### src/logic/plc_cfg.svh
`ifndef PLC_CFG_SVH
`define PLC_CFG_SVH
// ************************************************************
// Clock and time base
// ************************************************************
`define PLC_CLK_HZ 25000000
`define PLC_US_CYC(us) ((us) * (`PLC_CLK_HZ / 1000000))
`define PLC_BAUD_CYC(b) (`PLC_CLK_HZ / (b))
// ************************************************************
// Baud rates and detection times
// ************************************************************
`define PLC_BAUD_0 600
`define PLC_BAUD_1 1200
`define PLC_BAUD_2 2400
`define PLC_BAUD_3 4800
`define PLC_DET_T0_US 500
`define PLC_DET_T1_US 1000
`define PLC_DET_T2_US 3000
`define PLC_DET_T3_US 5000
// ************************************************************
// Clock recovery, detection and level control
// ************************************************************
`define PLC_RUN_MAX 32
`define PLC_LOCK_EDGES 2
`define PLC_PRE_TOGGLES 3
`define PLC_WORD_BITS 16
`define PLC_TRIM_MAX 64
`define PLC_ALC_TICK_HZ 5000
`define PLC_ALC_CYC (`PLC_CLK_HZ / `PLC_ALC_TICK_HZ)
`define PLC_GAIN_MAX 5'h1F
`define PLC_FIFO_DEPTH 16
// ************************************************************
// Synchroniser bit positions
// ************************************************************
`define PLC_SYNC_W 11
`define PLC_S_DIR 0
`define PLC_S_REG 1
`define PLC_S_UART 2
`define PLC_S_DEM 3
`define PLC_S_CAR 4
`define PLC_S_TONE 5
`define PLC_S_TXD 6
`define PLC_S_VLO 7
`define PLC_S_VHI 8
`define PLC_S_CHI 9
`define PLC_S_CLO 10
`endif

### src/logic/plc_pkg.sv
`default_nettype none
// ************************************************************
// Shared types
// ************************************************************
package plc_pkg;
	typedef struct packed {
		logic [10:0] s1;
		logic [10:0] s2;
		logic [15:0] ph;
		logic signed [7:0] trim;
		logic locked;
		logic [1:0] good_cnt;
		logic prev_d;
		logic [5:0] run_cnt;
		logic last_bit;
		logic [1:0] alt_cnt;
		logic pre_seen;
		logic filt;
		logic [16:0] det_cnt;
		logic [15:0] hdr_sr;
		logic frame_active;
		logic [11:0] bits_left;
		logic hdr_pulse;
		logic out_bit;
		logic bclk_o;
		logic rxd_o;
		logic dn_o;
		logic mod_en;
		logic tx_bit;
		logic [12:0] tick_cnt;
		logic [4:0] gain;
	} plc_top_state_t;
endpackage : plc_pkg
`default_nettype wire

### src/logic/plc_modem.sv
`timescale 1ns/1ps
`default_nettype none
`include "plc_cfg.svh"
// ************************************************************
// Bit FIFO between the sampler and the host output
// ************************************************************
module plc_fifo #(
	parameter int unsigned WIDTH = 1,
	parameter int unsigned DEPTH = 16
) (
	// Clock and reset
	input wire logic clk,
	input wire logic reset,
	input wire logic flush,
	// Fill side
	input wire logic in_valid,
	input wire logic [WIDTH-1:0] in_data,
	output logic in_ready,
	// Drain side
	output logic out_valid,
	output logic [WIDTH-1:0] out_data,
	input wire logic out_ready
);
	localparam int unsigned AW = $clog2(DEPTH);
	typedef struct packed {
		logic [AW:0] wr;
		logic [AW:0] rd;
	} plc_fifo_state_t;
	plc_fifo_state_t r;
	plc_fifo_state_t n;
	logic [WIDTH-1:0] mem [DEPTH];
	// Extra pointer bit tells full from empty; depth must be a power of two
	assign in_ready = !((r.wr[AW] != r.rd[AW]) && (r.wr[AW-1:0] == r.rd[AW-1:0]));
	assign out_valid = (r.wr != r.rd);
	assign out_data = mem[r.rd[AW-1:0]];
	// Pointer update, flush wins
	always_comb begin
		n = r;
		if (flush) begin
			n = '0;
		end else begin
			if (in_valid && in_ready) begin
				n.wr = r.wr + 1'b1;
			end
			if (out_valid && out_ready) begin
				n.rd = r.rd + 1'b1;
			end
		end
	end
	// State and storage
	always_ff @(posedge clk) begin
		if (reset) begin
			r <= '0;
		end else begin
			r <= n;
		end
		if (in_valid && in_ready && !flush) begin
			mem[r.wr[AW-1:0]] <= in_data;
		end
	end
endmodule : plc_fifo

// Notes on behaviour
// - Receive data stable at recovered clock rise; clock falls on data transitions.
// - While unlocked in receive mode, recovered clock and receive data outputs are both low.
// - Unlocked loop uses both edge kinds and locks within five transitions.
// - Locked loop corrects phase on rising data edges only.
// - More than 32 equal symbols force the loop unlocked.
// - Senders avoid runs of 15 or more equal symbols, lock may drop.
// - Carrier setting: notify goes low when carrier tone present.
// - Preamble setting: flag after four alternating symbols, 1010 or 0101.
// - Preamble setting: notify low only with carrier present and loop locked.
// - Notify assertion delayed by the programmed detection time.
// - After carrier loss, notify held low one detection time, then high.
// - Header match only in extended mode with header enable; drives notify low.
// - Frame counting: notify low while delivering selected number of 16-bit words.
// - Frame counting: outside frame, clock low and data at idle level.
// - No frame counting: header match pulses notify low one bit period.
// - Direction low and register select low selects transmit; modulator on.
// - Synchronous transmit samples host data at bit clock rise, paced by baud.
// - Asynchronous transmit passes host data straight to modulator.
// - No framing bits added to transmitted data.
// - Gain index of 32 steps, changes at most once per 5 kHz tick.
// - Voltage loop raises below band, lowers above band, else holds.
// - Current above band lowers gain, overrides voltage; within band holds.
// - No mark or space tone: receive data at idle level of interface select.
// - Direction high, register select low selects receive; transmit path off.
// - Detection time select 00/01/10/11 gives 500 us, 1, 3, 5 ms.
// - Detection method select; conditioning forces clock and data low undetected.
module plc_rx_modem
	import plc_pkg::*;
#(
	parameter int unsigned BAUD_CYC_0 = `PLC_BAUD_CYC(`PLC_BAUD_0),
	parameter int unsigned BAUD_CYC_1 = `PLC_BAUD_CYC(`PLC_BAUD_1),
	parameter int unsigned BAUD_CYC_2 = `PLC_BAUD_CYC(`PLC_BAUD_2),
	parameter int unsigned BAUD_CYC_3 = `PLC_BAUD_CYC(`PLC_BAUD_3),
	parameter int unsigned DET_CYC_0 = `PLC_US_CYC(`PLC_DET_T0_US),
	parameter int unsigned DET_CYC_1 = `PLC_US_CYC(`PLC_DET_T1_US),
	parameter int unsigned DET_CYC_2 = `PLC_US_CYC(`PLC_DET_T2_US),
	parameter int unsigned DET_CYC_3 = `PLC_US_CYC(`PLC_DET_T3_US),
	parameter int unsigned ALC_CYC = `PLC_ALC_CYC
) (
	// Clock and reset
	input wire logic clk,
	input wire logic reset,
	// Host pins
	input wire logic direction_select,
	input wire logic reg_select,
	input wire logic uart_select,
	input wire logic tx_data,
	output logic bit_clock_out,
	output logic rx_data,
	output logic detect_notify_n,
	// Demodulator and detector pins
	input wire logic demod_data,
	input wire logic carrier_present,
	input wire logic tone_present,
	// Configuration
	input wire logic [1:0] baud_sel,
	input wire logic [1:0] det_time_sel,
	input wire logic [1:0] det_method,
	input wire logic extended_mode,
	input wire logic header_enable,
	input wire logic frame_len_enable,
	input wire logic [7:0] frame_len,
	input wire logic [15:0] header_pattern,
	// Transmit and level control
	input wire logic vsense_below_band,
	input wire logic vsense_above_band,
	input wire logic current_above_band,
	input wire logic current_below_band,
	output logic modulator_en,
	output logic line_driver_en,
	output logic mod_data,
	output logic [4:0] level_ctrl_out
);
	plc_top_state_t r;
	plc_top_state_t n;
	logic rx_mode, tx_mode, dbit, edge_any, edge_rise, use_edge, wrap, sample, late, in_win;
	logic raw, tick, framing, hdr_on, hdr_match, accept, fifo_push, fifo_pop;
	logic [15:0] period, half, quarter, err;
	logic [16:0] det_t;
	logic [15:0] hdr_next;
	logic fifo_in_ready, fifo_out_valid;
	logic [0:0] fifo_out_data;

	// ************************************************************
	// Receive bit FIFO
	// ************************************************************
	plc_fifo #(.WIDTH(1), .DEPTH(`PLC_FIFO_DEPTH)) u_fifo (
		.clk(clk),
		.reset(reset),
		.flush(!rx_mode),
		.in_valid(fifo_push),
		.in_data(dbit),
		.in_ready(fifo_in_ready),
		.out_valid(fifo_out_valid),
		.out_data(fifo_out_data),
		.out_ready(fifo_pop)
	);

	// ************************************************************
	// Next state
	// ************************************************************
	always_comb begin
		n = r;
		// Host, detector and sense pins pass two flip-flops; only s2 is read, except tx_data taken raw for async transmit
		n.s1 = {current_below_band, current_above_band, vsense_above_band, vsense_below_band, tx_data,
			tone_present, carrier_present, demod_data, uart_select, reg_select, direction_select};
		n.s2 = r.s1;
		rx_mode = r.s2[`PLC_S_DIR] & ~r.s2[`PLC_S_REG];
		tx_mode = ~r.s2[`PLC_S_DIR] & ~r.s2[`PLC_S_REG];
		dbit = r.s2[`PLC_S_DEM];
		// Bit period plus integrator trim makes the loop second order
		unique case (baud_sel)
			2'b00: period = 16'(BAUD_CYC_0);
			2'b01: period = 16'(BAUD_CYC_1);
			2'b10: period = 16'(BAUD_CYC_2);
			2'b11: period = 16'(BAUD_CYC_3);
		endcase
		period = period + 16'(r.trim);
		half = period >> 1;
		quarter = period >> 2;
		// Detection time select
		unique case (det_time_sel)
			2'b00: det_t = 17'(DET_CYC_0);
			2'b01: det_t = 17'(DET_CYC_1);
			2'b10: det_t = 17'(DET_CYC_2);
			2'b11: det_t = 17'(DET_CYC_3);
		endcase
		// Edge classes; locked loop looks at rising edges only
		edge_any = dbit ^ r.prev_d;
		edge_rise = dbit & ~r.prev_d;
		use_edge = rx_mode & (r.locked ? edge_rise : edge_any);
		wrap = (r.ph >= period - 16'h0001);
		sample = (r.ph == half);
		late = (r.ph < half);
		err = late ? r.ph : period - r.ph;
		in_win = (err < quarter);
		n.prev_d = dbit;
		n.ph = wrap ? 16'h0000 : r.ph + 16'h0001;
		// Phase detector; falling clock edge sits on data transitions
		if (use_edge) begin
			if (!r.locked) begin
				n.ph = 16'h0000;
				n.trim = '0;
				if (in_win && r.good_cnt == 2'(`PLC_LOCK_EDGES - 1)) begin
					n.locked = 1'b1;
					n.good_cnt = 2'h0;
				end else if (in_win) begin
					n.good_cnt = r.good_cnt + 2'h1;
				end else begin
					n.good_cnt = 2'h0;
				end
			end else if (!in_win) begin
				n.locked = 1'b0;
				n.good_cnt = 2'h0;
			end else begin
				n.ph = late ? r.ph - (err >> 1) : r.ph + (err >> 1);
				if (late && r.trim < 8'sd`PLC_TRIM_MAX) begin
					n.trim = r.trim + 8'sd1;
				end else if (!late && r.trim > -8'sd`PLC_TRIM_MAX) begin
					n.trim = r.trim - 8'sd1;
				end
			end
		end
		// Run of equal symbols counted per bit period
		if (edge_any) begin
			n.run_cnt = 6'h00;
		end else if (wrap && r.run_cnt <= 6'(`PLC_RUN_MAX)) begin
			n.run_cnt = r.run_cnt + 6'h01;
		end
		if (r.run_cnt > 6'(`PLC_RUN_MAX) || !rx_mode) begin
			n.locked = 1'b0;
			n.good_cnt = 2'h0;
		end
		// Sampling at mid bit; a sample taken while the FIFO is full is dropped
		fifo_push = sample & rx_mode;
		accept = fifo_push & fifo_in_ready;
		fifo_pop = wrap & rx_mode;
		hdr_on = extended_mode & header_enable;
		framing = hdr_on & frame_len_enable;
		hdr_next = {r.hdr_sr[14:0], dbit};
		hdr_match = accept & hdr_on & !r.frame_active & (hdr_next == header_pattern);
		if (accept) begin
			n.hdr_sr = hdr_next;
			n.last_bit = dbit;
			if (dbit != r.last_bit) begin
				if (r.alt_cnt == 2'(`PLC_PRE_TOGGLES - 1)) begin
					n.pre_seen = 1'b1;
				end else begin
					n.alt_cnt = r.alt_cnt + 2'h1;
				end
			end else begin
				n.alt_cnt = 2'h0;
			end
		end
		if (!r.s2[`PLC_S_CAR] || !r.locked) begin
			n.pre_seen = 1'b0;
			n.alt_cnt = 2'h0;
		end
		// Raw detection per method
		raw = det_method[1] ? (r.pre_seen & r.s2[`PLC_S_CAR] & r.locked) : r.s2[`PLC_S_CAR];
		// Filter: assert after det_t of raw, release det_t after loss
		if (!r.filt) begin
			if (!raw) begin
				n.det_cnt = 17'h00000;
			end else if (r.det_cnt >= det_t - 17'h00001) begin
				n.filt = 1'b1;
				n.det_cnt = 17'h00000;
			end else begin
				n.det_cnt = r.det_cnt + 17'h00001;
			end
		end else begin
			if (raw) begin
				n.det_cnt = 17'h00000;
			end else if (r.det_cnt >= det_t - 17'h00001) begin
				n.filt = 1'b0;
				n.det_cnt = 17'h00000;
			end else begin
				n.det_cnt = r.det_cnt + 17'h00001;
			end
		end
		// Header pulse lasts from one sample to the next: one bit period
		if (hdr_match && !frame_len_enable) begin
			n.hdr_pulse = 1'b1;
		end else if (sample) begin
			n.hdr_pulse = 1'b0;
		end
		// Output bit leaves the FIFO on the falling clock edge
		if (fifo_pop && fifo_out_valid) begin
			n.out_bit = fifo_out_data[0];
			if (r.frame_active) begin
				n.bits_left = r.bits_left - 12'h001;
				if (r.bits_left == 12'h001) begin
					n.frame_active = 1'b0;
				end
			end
		end
		if (hdr_match && frame_len_enable && frame_len != 8'h00) begin
			n.frame_active = 1'b1;
			n.bits_left = 12'(frame_len * `PLC_WORD_BITS);
		end
		if (!rx_mode || !framing) begin
			n.frame_active = 1'b0;
		end
		// Host outputs, registered; unlock has priority
		n.rxd_o = 1'b0;
		n.bclk_o = 1'b0;
		n.dn_o = 1'b1;
		if (tx_mode) begin
			n.bclk_o = (r.ph >= half);
		end else if (!rx_mode) begin
			n.bclk_o = 1'b0;
		end else if (!r.locked) begin
			n.bclk_o = 1'b0;
		end else if (framing && !r.frame_active) begin
			n.rxd_o = r.s2[`PLC_S_UART];
		end else if (det_method[0] && !r.filt) begin
			n.bclk_o = 1'b0;
		end else begin
			n.bclk_o = (r.ph >= half);
			n.rxd_o = r.s2[`PLC_S_TONE] ? r.out_bit : r.s2[`PLC_S_UART];
		end
		if (rx_mode) begin
			n.dn_o = hdr_on ? (frame_len_enable ? !r.frame_active : !r.hdr_pulse) : !r.filt;
		end
		// Transmit: bit taken at clock rise, no framing added
		n.mod_en = tx_mode;
		if (tx_mode && sample) begin
			n.tx_bit = r.s2[`PLC_S_TXD];
		end
		// Level control; current loop overrides voltage loop
		tick = (r.tick_cnt == 13'h0000);
		n.tick_cnt = tick ? 13'(ALC_CYC - 1) : r.tick_cnt - 13'h0001;
		if (tick && tx_mode) begin
			if (r.s2[`PLC_S_CHI]) begin
				if (r.gain != 5'h00) begin
					n.gain = r.gain - 5'h01;
				end
			end else if (!r.s2[`PLC_S_CLO]) begin
				n.gain = r.gain;
			end else if (r.s2[`PLC_S_VLO] && r.gain != `PLC_GAIN_MAX) begin
				n.gain = r.gain + 5'h01;
			end else if (r.s2[`PLC_S_VHI] && r.gain != 5'h00) begin
				n.gain = r.gain - 5'h01;
			end
		end
	end

	// ************************************************************
	// State register
	// ************************************************************
	always_ff @(posedge clk) begin
		if (reset) begin
			r <= '0;
			r.dn_o <= 1'b1;
		end else begin
			r <= n;
		end
	end

	// Async transmit bypasses all sampling so the host owns the timing
	assign mod_data = r.mod_en & (r.s2[`PLC_S_UART] ? tx_data : r.tx_bit);
	assign bit_clock_out = r.bclk_o;
	assign rx_data = r.rxd_o;
	assign detect_notify_n = r.dn_o;
	assign modulator_en = r.mod_en;
	assign line_driver_en = r.mod_en;
	assign level_ctrl_out = r.gain;

	// ************************************************************
	// Checks
	// ************************************************************
	unlock_low_a: assert property (@(posedge clk) disable iff (reset)
		(rx_mode && !r.locked) |=> (!bit_clock_out && !rx_data)) else $error("outputs not low while unlocked");
	run_limit_a: assert property (@(posedge clk) disable iff (reset)
		(r.run_cnt > 6'(`PLC_RUN_MAX)) |=> !r.locked) else $error("long run did not unlock");
	lock_gain_a: assert property (@(posedge clk) disable iff (reset)
		(use_edge && !r.locked && in_win && r.good_cnt == 2'(`PLC_LOCK_EDGES - 1)
		&& rx_mode && r.run_cnt <= 6'(`PLC_RUN_MAX)) |=> r.locked) else $error("lock not reached");
	fall_ignored_a: assert property (@(posedge clk) disable iff (reset)
		(r.locked && rx_mode && edge_any && !edge_rise && !wrap) |=> (r.ph == $past(r.ph) + 16'h0001))
		else $error("falling edge moved phase while locked");
	filter_restart_a: assert property (@(posedge clk) disable iff (reset)
		(!r.filt && !raw) |=> (r.det_cnt == 17'h00000)) else $error("filter did not restart");
	header_pulse_a: assert property (@(posedge clk) disable iff (reset)
		(hdr_match && !frame_len_enable && rx_mode) |=> r.hdr_pulse ##1 (!detect_notify_n))
		else $error("header pulse missing");
	async_pass_a: assert property (@(posedge clk) disable iff (reset)
		(r.mod_en && r.s2[`PLC_S_UART]) |-> (mod_data == tx_data)) else $error("async data not passed");
	gain_tick_a: assert property (@(posedge clk) disable iff (reset)
		!tick |=> $stable(r.gain)) else $error("gain moved between ticks");
	current_dec_a: assert property (@(posedge clk) disable iff (reset)
		(tick && tx_mode && r.s2[`PLC_S_CHI] && r.gain != 5'h00) |=> (r.gain == $past(r.gain) - 5'h01))
		else $error("current loop did not lower gain");
	tx_enable_a: assert property (@(posedge clk) disable iff (reset)
		tx_mode |=> (modulator_en && line_driver_en)) else $error("transmit path not enabled");
	frame_gate_a: assert property (@(posedge clk) disable iff (reset)
		(rx_mode && r.locked && framing && !r.frame_active) |=> (!bit_clock_out && rx_data == $past(r.s2[`PLC_S_UART])))
		else $error("clock or data not idle outside frame");
endmodule : plc_rx_modem
`default_nettype wire

### config.mk
export PLATFORM = sky130hd
export DESIGN_NAME = plc_rx_modem
export DESIGN_NICKNAME = d
export VERILOG_FILES = /design/src/logic/plc_pkg.sv /design/src/logic/plc_modem.sv
export VERILOG_INCLUDE_DIRS = /design/src /design/src/logic
export SDC_FILE = /design/constraint.sdc
export NUM_CORES = 1
export LEC_CHECK = 0
export BUFFER_PORTS_ARGS = -buffer_cell sky130_fd_sc_hd__buf_2
export CAP_MARGIN = 10
export CORE_AREA = 2 2 159 161
export CTS_CLUSTER_DIAMETER = 80
export DETAILED_ROUTE_END_ITERATION = 8
export DIE_AREA = 0 0 161 163
export PLACE_DENSITY_LB_ADDON = 0.05
export SYNTH_ARGS = -nofsm -noshare
export SYNTH_HDL_FRONTEND = slang
export SYNTH_HIERARCHICAL = 1
export SYNTH_SLANG_ARGS = --single-unit
### constraint.sdc
create_clock -name clk -period 8.1 [get_ports clk]
set_clock_uncertainty 0.1 [all_clocks]
set_input_delay 1.215 -clock clk [delete_from_list [all_inputs] [get_ports clk]]
set_output_delay 1.215 -clock clk [all_outputs]
set_load 0.01 [all_outputs]
==> metrics <==
Warnings, synthesis 6; Post-synth ARST share 0%; DRC marker count from the first detailed-route iteration 605; power density over the cells 154 nW/um^2; slowest stage cell, crit path fa_1; Worst Setup Start Kind input port; fraction of layout cells with a size suffix above 1 11.5%; wire length of the first global-routing pass 49500 um; top-count cell post-synth nand2_1; Synth-to-Final Area Change 11.7%; # diodes 0; detailed-placement wirelength estimate 22800 um; Final Setup Violations 0; minimum clock period 7.65 ns; largest net degree at the start of global routing 50; crit path DAT 7.86 ns; Post-Place Cell Area 12900 sq um; wire length after detailed routing 29600 um; WS Path Type in2reg; area of combinational cells with multiple inputs 8250 sq um; area share of the leading cell type in the synthesized netlist 23.7%; grt total ovfl 0; total count of hold-check failures in the final report 0; Avg Vias per Cell 5.52; largest area contributor in the synthesized netlist dfxtp_1; final-stage net count 1724; slew at the pin closest to its max-slew limit 1.06 ns; ranking of synthesized cells by area dfxtp_1 24%, ha_1 14%, xnor2_1 8.0%, nand2_1 4.8%, a21oi_1 4.3%; Die ar. 26200 sq um; global placer's final weighted congestion 0.886; sequential area share after synthesis 27.7%; Clk Tree Root Cell clkbuf_16; number of synthesized flops with an enable pin 16; number of filler cells placed in the layout 2355; worst stage delay on the critical path 0.44 ns; mean instance size in the synthesized netlist 8.28 sq um; Wirelength per Cell 15.7 um; CTS tree yes; total chip power 0.00208 W; DR DRC count 0; Worst-path clk slew 0.07 ns; crit end category flip-flop; clock network latency to the later pin of the worst-skew pair 0.43 ns; total negative setup slack 0 ns; number of buffers inserted to repair setup after CTS 0; max_cap viols 0; length of the first detailed-routing pass in iterations 5; worst min-delay path category reg2reg; basic-gate share of the synthesized area counting and, or, nand and nor cells 21.5%; worst relative slew slack 29.1%; Seq cells post-synth 160; Storage cell area 3360 sq um; vias in the first global route 9897; share of synthesized area spent on multiplexers 2.61%; Core Footprint 24700 sq um; minimum setup slack after placement 0.0212 ns; Initial Utilization 49.2%; Leak Pwr 5.65 nW; count of cell types in the netlist 93; Synth Area in Compound Gates 17.7%; status finished, final reports clean; post-synthesis share of cell area spent on full adders, half adders and majority gates 14.7%; I/O pins 57; number of port buffers 56; die outline height 163 um; Post-synth top cells 154 x nand2_1, 144 x dfxtp_1, 138 x ha_1; most common flop cell mapped by yosys dfxtp_1; antenna violation net count after detailed routing 0; Synth Instances 1467; maximum vdd ir drop 0.122 mV; horizontal die dimension 161 um; synthesized cell area 12200 sq um; net count after synthesis 1654; CTS Sinks 160; most prevalent standard cell on the critical path a21o_1; deepest level of the CTS H-tree 4; Max Buffers Root-to-Sink 2; Post-Synth XOR/XNOR Area 11.1%; via count 10400; Worst Setup Slack, final 0.452 ns; Row Count 58; post-route fraction of the period consumed by the critical path 94.4%; Finished Cell Area 13600 sq um; main combinational cell family by area after synthesis simple AND/OR/NAND/NOR gates; maximum clock frequency 131 MHz; critical-path maximum fanout 5; Slew Limit Fails 0; number of antenna violations at the first check in global routing 0; overall global routing resource usage 23.2%; clock buffers created by TritonCTS 17; required time at the endpoint of the critical path 8.31 ns; final-layout worst hold slack 0.340 ns
[flip-flops by register name, indices dropped and copies added, names as in the netlist, 5 cells and up, named ones only]
register,cells
u_fifo/r,10
hdr_next,15
level_ctrl_out,5
r,93
n,11
u_fifo/mem,16
[metal layers]
layer / GRT usage [%] / vias to the layer above / routed length [um]
met2: 38.5 / 193 / 13600
met4: 6.78 / 0 / 490
met1: 31.5 / 4832 / 14400
met5: 0 / - / 0
li1: - / 5319 / -
met3: 3.26 / 29 / 1070
[path summary, 6_finish.rpt]
check / from / endpoint / slack [ns] / cells past startpoint
hold reg to reg: n[117] / r[117] / 0.34 / 1
setup reg to reg: r[87] / r[108] / 1.29 / 34
setup / recovery: baud_sel[0] / r[108] / 0.45 / 38
hold / removal: n[117] / r[117] / 0.34 / 1
[cells in the final DEF (no fill, tap or decap), types with 35 or more instances in the layout]
cell and instances:
a21oi_1 104, buf_2 56, buf_4 42, dfxtp_1 144
ha_1 138, inv_1 89, nand2_1 154, nand3_1 47
nor2_1 127, nor3_1 41, o21ai_0 47, xnor2_1 111
xor2_1 35
[metrics by stage]
stage,utilization [%],cells
4_1_cts,54.9,1880
3_5_place_dp,52.5,1848
2_1_floorplan,-,1467
3_3_place_gp,52.5,1848
6_report,55.0,1880
5_1_grt,55.0,1880
[cell families after synthesis]
group,count (synthesis)
other cells,2
simple gates,534
mux,25
xor+xnor,150
fa+ha+maj,141
flops,160
compound gates,317
buf+inv,138
[critical path: cells and delay by family]
| family | cells | cell delay [ns] |
|---|---|---|
| xor+xnor | 3 | 0.47 |
| compound gates | 21 | 3.74 |
| buf+inv | 4 | 0.44 |
| simple gates | 5 | 0.55 |
| fa+ha+maj | 5 | 1.47 |
[power by group]
part,total [W],internal [W],switching (W)
clock network,0.000823,0.000420,0.000403
logic,0.000395,0.000172,0.000222
registers,0.000867,0.000834,0.0000328
[cell type report]
class | instances | share of cell area [%]
inverters | 91 | 2.52
repair buffers | 98 | 4.39
flip-flops and latches | 160 | 24.8
clock buffers | 17 | 3.13
multi-input cells | 1169 | 60.8
clock inverters | 15 | 1.37
well taps | 330 | 3.04
[timing repair]
item	CTS	global route
setup endpoints to repair	0	3
resized for setup	0	3
hold buffers	0	0
No activity file was read; power rests on OpenSTA's default activity.
